<file path="config.mk">
export PLATFORM = sky130hd
export DESIGN_NAME = wtu_top
export DESIGN_NICKNAME = d
export VERILOG_FILES = /design/src/design/wtu_pkg.sv /design/src/design/wtu_tick_gen.sv /design/src/design/wtu_top.sv
export SDC_FILE = /design/constraint.sdc
export NUM_CORES = 1
export LEC_CHECK = 0
export ABC_AREA = 1
export BUFFER_PORTS_ARGS = -buffer_cell sky130_fd_sc_hd__buf_2
export CELL_PAD_IN_SITES_DETAIL_PLACEMENT = 0
export CELL_PAD_IN_SITES_GLOBAL_PLACEMENT = 2
export CORE_MARGIN = 3
export CORE_UTILIZATION = 33
export CTS_CLUSTER_DIAMETER = 200
export CTS_CLUSTER_SIZE = 10
export DETAILED_ROUTE_END_ITERATION = 6
export PLACE_DENSITY_LB_ADDON = 0.1
export SYNTH_ARGS = -nofsm -noshare
export SYNTH_HDL_FRONTEND = slang
export SYNTH_SLANG_ARGS = --single-unit
</file>
<file path="constraint.sdc">
create_clock -name clk_sys -period 5.3 [get_ports clk_sys]
set_clock_uncertainty 0.05 [all_clocks]
set_input_delay 0.53 -clock clk_sys [delete_from_list [all_inputs] [get_ports clk_sys]]
set_output_delay 0.53 -clock clk_sys [all_outputs]
set_load 0.01 [all_outputs]
</file>
<file path="src/design/wtu_pkg.sv">
package wtu_pkg;

    // Special function register map
    localparam logic [7:0] WTU_RESTART_KEY_ADDR = 8'ha6;
    localparam logic [7:0] WTU_TIMEOUT_PROGRAM_ADDR = 8'ha7;

    // Restart key bytes, first then second
    localparam logic [7:0] WTU_KEY_FIRST = 8'h1e;
    localparam logic [7:0] WTU_KEY_SECOND = 8'he1;

    // Time-out program register layout
    localparam int WTU_TIMEOUT_SEL_LSB = 0;
    localparam int WTU_TIMEOUT_SEL_WIDTH = 3;
    localparam logic [2:0] WTU_TIMEOUT_SEL_RESET = 3'h0;
    localparam logic [7:0] WTU_READ_ZERO = 8'h00;

    // Counter structure
    localparam int WTU_PRESCALER_WIDTH = 14;
    localparam int WTU_COUNTER_WIDTH = 7;
    localparam int WTU_COUNT_WIDTH = WTU_PRESCALER_WIDTH + WTU_COUNTER_WIDTH;
    localparam logic [20:0] WTU_COUNT_RESET = 21'h000000;

    // Watchdog clocks per count tick
    localparam int WTU_CLOCKS_PER_TICK = 6;
    localparam logic [2:0] WTU_TICK_LAST = 3'h5;

    // Clock rates
    localparam longint WTU_CLK_SYS_HZ = 64'd20000000;
    localparam longint WTU_OSC_HZ = 64'd20000000;

    // Reset pulse length in oscillator periods, and in clk_sys cycles
    localparam longint WTU_RESET_PULSE_OSC_PERIODS = 64'd96;
    localparam longint WTU_RESET_PULSE_CYCLES_RAW =
        (WTU_RESET_PULSE_OSC_PERIODS * WTU_CLK_SYS_HZ + WTU_OSC_HZ - 64'd1) / WTU_OSC_HZ;
    localparam logic [6:0] WTU_RESET_PULSE_LAST = 7'(WTU_RESET_PULSE_CYCLES_RAW - 64'd1);
    localparam logic [6:0] WTU_PULSE_COUNT_RESET = 7'h00;

    typedef enum logic [1:0] {
        RUN_DISARMED,
        RUN_ARMED,
        RUN_FIRING
    } wtu_run_state_type;

    typedef enum logic {
        KEY_IDLE,
        KEY_HALF
    } wtu_key_state_type;

endpackage

</file>
<file path="src/design/wtu_tick_gen.sv">
module wtu_tick_gen
    import wtu_pkg::*;
(
    input wire logic clk_sys,
    input wire logic reset_n,
    input wire logic halfRate,
    input wire logic run,
    output logic tick
);

    typedef struct packed {
        logic halfPhase;
        logic [2:0] phaseCount;
        logic tick;
    } wtu_tick_state_type;

    wtu_tick_state_type st_q;
    wtu_tick_state_type st_d;
    logic wdtClockEn;

    always_comb begin
        st_d = st_q;
        // A tick pending at power-down entry is kept until wake-up
        if (run) begin
            st_d.tick = 1'b0;
        end
        // Half rate takes every other oscillator cycle
        wdtClockEn = run && (!halfRate || st_q.halfPhase);
        if (run) begin
            st_d.halfPhase = !st_q.halfPhase;
        end
        if (wdtClockEn) begin
            if (st_q.phaseCount == WTU_TICK_LAST) begin
                st_d.phaseCount = 3'h0;
                st_d.tick = 1'b1;
            end else begin
                st_d.phaseCount = st_q.phaseCount + 3'h1;
            end
        end
    end

    always_ff @(posedge clk_sys) begin
        if (!reset_n) begin
            st_q <= '0;
        end else begin
            st_q <= st_d;
        end
    end

    assign tick = st_q.tick;

endmodule

</file>
<file path="src/design/wtu_top.sv">
// Notes on behaviour
// - 14-bit prescaler then 7-bit counter, overflow ends.
// - Chip reset clears count, leaves watchdog disabled.
// - Key 1Eh then E1h clears and enables.
// - Enabled watchdog cannot be disabled by software.
// - Overflow drives reset output high 96 periods.
// - Clock select set: watchdog clock is osc/2.
// - Select clear: osc/2 standard, osc double-speed.
// - Time-out is 6*2^(14+field) watchdog clocks.
// - Counting continues during idle mode.
// - Power-down freezes the count.
// - Interrupt wake-up resumes from held count.
// - Reset ending power-down clears and disables.
// - Restart register write-only at A6h.
// - Program bits 7:3 reserved, field bits 2:0.
// - Field resets to zero, shortest time-out.
module wtu_top
    import wtu_pkg::*;
(
    input wire logic clk_sys,
    input wire logic reset_n,
    input wire logic [7:0] sfrAddr,
    input wire logic sfrWrite,
    input wire logic sfrRead,
    input wire logic [7:0] sfrWrData,
    output logic [7:0] sfrRdData,
    output logic sfrRdValid,
    input wire logic watchdogClockSelect,
    input wire logic doubleSpeedMode,
    input wire logic idleMode,
    input wire logic powerDown,
    output logic chipResetOut,
    output logic watchdogEnabled,
    output logic [6:0] watchdogCounter
);

    typedef struct packed {
        wtu_run_state_type runState;
        wtu_key_state_type keyState;
        logic [20:0] count;
        logic [2:0] timeoutSel;
        logic [6:0] pulseCount;
        logic [7:0] rdData;
        logic rdValid;
        logic chipReset;
        logic enabled;
    } wtu_state_type;

    wtu_state_type st_q;
    wtu_state_type st_d;

    logic tick;
    logic tickLive;
    logic halfRate;
    logic tickRun;
    logic keyWrite;
    logic progWrite;
    logic progRead;
    logic serviceNow;
    logic overflowNow;
    logic [20:0] limit;

    // Last count value before overflow for a given field
    function automatic logic [20:0] timeoutLimit(input logic [2:0] sel);
        logic [21:0] full;
        full = 22'h000001 << (WTU_PRESCALER_WIDTH + int'(sel));
        return 21'(full - 22'h000001);
    endfunction

    function automatic logic addrHit(input logic [7:0] addr, input logic [7:0] target);
        return addr == target;
    endfunction

    // Double-speed only applies while the select bit is clear
    assign halfRate = watchdogClockSelect || !doubleSpeedMode;

    // Idle does not gate the tick; power-down stops the phase clocks
    assign tickRun = !powerDown;

    wtu_tick_gen tickGen (
        .clk_sys(clk_sys),
        .reset_n(reset_n),
        .halfRate(halfRate),
        .run(tickRun),
        .tick(tick)
    );

    // A tick already in flight must not land in the first power-down cycle
    assign tickLive = tick && tickRun;

    assign keyWrite = sfrWrite && addrHit(sfrAddr, WTU_RESTART_KEY_ADDR);
    assign progWrite = sfrWrite && addrHit(sfrAddr, WTU_TIMEOUT_PROGRAM_ADDR);
    assign progRead = sfrRead && addrHit(sfrAddr, WTU_TIMEOUT_PROGRAM_ADDR);

    // Second key byte as the next restart register write after the first
    assign serviceNow = keyWrite && (st_q.keyState == KEY_HALF) && (sfrWrData == WTU_KEY_SECOND);

    assign limit = timeoutLimit(st_q.timeoutSel);
    assign overflowNow = (st_q.runState == RUN_ARMED) && tickLive && (st_q.count == limit) && !serviceNow;

    always_comb begin
        st_d = st_q;
        st_d.rdValid = 1'b0;

        // Key sequence detector; writes elsewhere leave it alone
        if (keyWrite) begin
            if (sfrWrData == WTU_KEY_FIRST) begin
                st_d.keyState = KEY_HALF;
            end else begin
                st_d.keyState = KEY_IDLE;
            end
        end

        // Reserved upper bits are not stored
        if (progWrite) begin
            st_d.timeoutSel = sfrWrData[WTU_TIMEOUT_SEL_LSB +: WTU_TIMEOUT_SEL_WIDTH];
        end

        // Restart register reads as zero; reserved bits read as zero
        if (sfrRead) begin
            st_d.rdValid = 1'b1;
            if (progRead) begin
                st_d.rdData = {5'h00, st_q.timeoutSel};
            end else begin
                st_d.rdData = WTU_READ_ZERO;
            end
        end

        unique case (st_q.runState)
            RUN_DISARMED: begin
                if (serviceNow) begin
                    st_d.count = WTU_COUNT_RESET;
                    st_d.runState = RUN_ARMED;
                    st_d.keyState = KEY_IDLE;
                end
            end
            RUN_ARMED: begin
                // No path back to disarmed except through reset
                if (serviceNow) begin
                    st_d.count = WTU_COUNT_RESET;
                    st_d.keyState = KEY_IDLE;
                end else if (overflowNow) begin
                    st_d.runState = RUN_FIRING;
                    st_d.pulseCount = WTU_PULSE_COUNT_RESET;
                    st_d.chipReset = 1'b1;
                    st_d.count = WTU_COUNT_RESET;
                end else if (tickLive) begin
                    st_d.count = st_q.count + 21'h000001;
                end
            end
            RUN_FIRING: begin
                // The pulse itself is a chip reset: it clears and disarms
                st_d.count = WTU_COUNT_RESET;
                st_d.keyState = KEY_IDLE;
                st_d.timeoutSel = WTU_TIMEOUT_SEL_RESET;
                if (st_q.pulseCount == WTU_RESET_PULSE_LAST) begin
                    st_d.chipReset = 1'b0;
                    st_d.runState = RUN_DISARMED;
                end else begin
                    st_d.pulseCount = st_q.pulseCount + 7'h01;
                end
            end
        endcase

        st_d.enabled = (st_d.runState == RUN_ARMED);
    end

    // Reset also ends power-down, so the same path clears and disarms
    always_ff @(posedge clk_sys) begin
        if (!reset_n) begin
            st_q.runState <= RUN_DISARMED;
            st_q.keyState <= KEY_IDLE;
            st_q.count <= WTU_COUNT_RESET;
            st_q.timeoutSel <= WTU_TIMEOUT_SEL_RESET;
            st_q.pulseCount <= WTU_PULSE_COUNT_RESET;
            st_q.rdData <= WTU_READ_ZERO;
            st_q.rdValid <= 1'b0;
            st_q.chipReset <= 1'b0;
            st_q.enabled <= 1'b0;
        end else begin
            st_q <= st_d;
        end
    end

    assign sfrRdData = st_q.rdData;
    assign sfrRdValid = st_q.rdValid;
    assign chipResetOut = st_q.chipReset;
    assign watchdogEnabled = st_q.enabled;
    assign watchdogCounter = st_q.count[20:14];

endmodule

</file>
==> impl_metrics.py <==
metrics = {
    "clock_tree": {
        "clock_latency_ns": 0.31,
        "post_cts_buffers": 0,
        "numCtsBuffers": 5,
        "hold_buffers": 0,
        "cts.sinks": 45,
        "ctsResizeCount": 0,
        "path_clk_slew_ns": 0.10,
        "cts_buffer_depth": 2,
        "root_buffer": "clkbuf_8",
        "cts_tree": "built",
        "htree_levels": 2,
    },
    "global_route": {
        "grt_pass1_wl_um": 12700,
        "grt_antenna_before_repair": 0,
        "grt_max_degree": 27,
        "grt.total_usage": 0.154,
        "gr-total-overflow": 0,
        "grt_pass1_vias": 2674,
    },
    "power_and_ir_drop": {
        "p_per_area_nw_per_um2": 195,
        "p_leak_nw": 1.37,
        "ir_drop_mv": 0.116,
    },
    "yosys": {
        "yosys_warnings": 0,
        "synth_area_leaders": "dfxtp_1 30%, nand2_1 15%, nor2_1 9.1%, a21oi_1 8.1%, inv_1 7.7%",
        "synth_cell_type_count": 34,
        "ys_top_cells_by_count": "121 x nand2_1, 73 x nor2_1, 62 x inv_1",
        "synth.most_common_cell": "nand2_1",
        "syn_area_um2": 3020,
        "synth_seq_cells": 45,
        "synth_area_per_cell_um2": 6.18,
        "async_reset_ff_frac": 0,
        "postSynthCellCount": 489,
        "synth-edff-count": 0,
        "yosys.area.top_type_share": 0.298,
        "ys.flop_type": "dfxtp_1",
        "ys_seq_area_frac": 0.298,
        "yosysTopAreaCell": "dfxtp_1",
    },
    "floorplan": {
        "rows": 34,
        "ios": 42,
        "coreArea_um2": 8810,
        "fp.dieH_um": 102,
        "start_util": 0.343,
        "die_area_um2": 10300,
        "chipWidth_um": 102,
    },
    "sta": {
        "slew_headroom": 0.525,
        "setup_violations": 0,
        "tightest_slew_ns": 0.712,
        "fmax_mhz": 346,
        "setup_tns_ns": 0,
        "min_period_over_period": 0.545,
        "rsz0062_at_grt": "no",
        "period_needed_ns": 2.89,
        "final_hold_viol_count": 0,
        "slew_viol_final": 0,
    },
    "placed_design": {
        "place_inst": 610,
        "dp_hpwl_um": 5730,
        "port_buffers": 35,
        "placed_area_um2": 3180,
        "routabilityCongestion": 0.792,
    },
    "route": {
        "wl_per_cell_um": 12.6,
        "viasPerCell": 4.75,
        "drt_wl_total_um": 7790,
        "drt_first_pass_iters": 5,
        "ant_nets": 0,
        "drtIter0Drc": 83,
        "vias": 2934,
        "drc": 0,
    },
    "setup_path": {
        "cp-end-kind": "register",
        "crit_arrival_ns": 3.03,
        "cp_max_fo": 23,
        "path_class": "register to register",
        "worstPathRequired_ns": 5.44,
        "startpoint_type": "register",
    },
    "status": {
        "status": "finished clean",
    },
    "cells_and_area": {
        "syn2layout_area_growth_pct": 8.41,
        "final_area_um2": 3270,
        "fin_cells": 618,
        "drive_above_1_share": 0.124,
        "final_net_count": 544,
        "n_antenna_cell": 0,
    },
    "min_path": {
        "holdCritPathClass": "primary input to register",
    },
    "run": {
        "maxCapViolCount": 0,
    },
}
## placed cells by master (no fill, tap or decap), types with 2 or more instances in the layout
cell type / Yosys / routed
nand2_2: 2 / 2
nor3b_1: 2 / 2
a21oi_1: 49 / 49
o21ai_0: 7 / 7
dfxtp_1: 45 / 45
inv_1: 62 / 62
nand3_2: 2 / 2
clkbuf_8: 0 / 5
inv_2: 5 / 5
nor2_1: 73 / 73
ha_1: 11 / 11
nor2_2: 3 / 3
nand3_1: 30 / 30
clkinv_1: 2 / 2
nor3_1: 5 / 5
nand4_1: 23 / 23
or2_2: 2 / 2
buf_2: 3 / 35
nand2_1: 121 / 121
xor2_1: 6 / 6
buf_4: 16 / 2
conb_1: 1 / 5
## worst paths after layout
check / startpoint / endpoint / slack [ns] / depth (start not counted)
max reg2reg: st_q[19] / st_q[14] / 2.41 / 12
min: sfrRead / sfrRdValid / 0.37 / 3
max: st_q[19] / st_q[14] / 2.41 / 12
min reg2reg: sfrRdData[1] / sfrRdData[1] / 0.41 / 2
## where the power goes
| part | internal, W | switching, W |
|---|---|---|
| Clock | 0.0000939 | 0.000130 |
| Combinational | 0.0000214 | 0.0000464 |
| Sequential | 0.000343 | 0.00000363 |
| Total | 0.000459 | 0.000180 |
## worst max-delay path, stage by stage (launching register included)
cell and delay [ns]:
dfxtp_1 0.50, inv_2 0.13, ha_1 0.34, nor2_1 0.12, nand2_1 0.09, a21oi_2 0.13
nand2_1 0.07, nor2_2 0.11, nand3_2 0.45, nand2_2 0.43, nand2_1 0.21, nand2_1 0.10
a21oi_1 0.06
## cells by family (layout without fill, tap and decap cells)
kind of cell               after synthesis  in the layout  share of synthesized area
and+or+nand+nor                        268            268                      0.386
buffers and inverters                   97            114                      0.144
AOI/OAI and AO/OA                       60             60                      0.104
DFF                                     45             45                      0.298
adders and majority gates               11             11                     0.0456
xor gates and xnor gates                 7              7                     0.0203
other                                    1              5                    0.00124
## sequential cells by signal (all words and copies together), names as in the netlist
| signal | cells |
|---|---|
| chipResetOut | 1 |
| sfrRdData | 3 |
| sfrRdValid | 1 |
| st_q | 27 |
| tickGen.st_q | 4 |
| tickGen.tick | 1 |
| watchdogCounter | 7 |
| watchdogEnabled | 1 |
## area by class of cell
class,instances,area (um2)
Sequential cell,45,901
Tap cell,108,135
Multi-Input combinational cell,351,1700
Inverter,69,259
Fill cell,970,5530
Clock buffer,5,68.8
Timing Repair Buffer,37,190
Clock inverter,3,21.3
## metrics by stage
| stage | utilization | setup WS (ns) | total power (W) | hold WS, ns |
|---|---|---|---|---|
| floorplan | - | 3.41 | 0.000402 | 0.389 |
| global placement | 0.362 | 2.38 | 0.000423 | 0.400 |
| detailed placement | 0.362 | 2.40 | 0.000424 | 0.402 |
| CTS | 0.372 | 2.39 | 0.000652 | 0.362 |
| global route | 0.372 | 2.11 | 0.000678 | 0.392 |
| finish | 0.372 | 2.41 | 0.000639 | 0.372 |
## routing by layer
layer  vias to the layer above  track usage  routed length (um)
met4                         0       0.0450                 123
met5                         -            0                   0
met2                        37        0.246                3460
li1                       1577            -                   -
met1                      1311        0.211                3970
met3                         9       0.0269                 235
(Power assumes the default switching activity.)
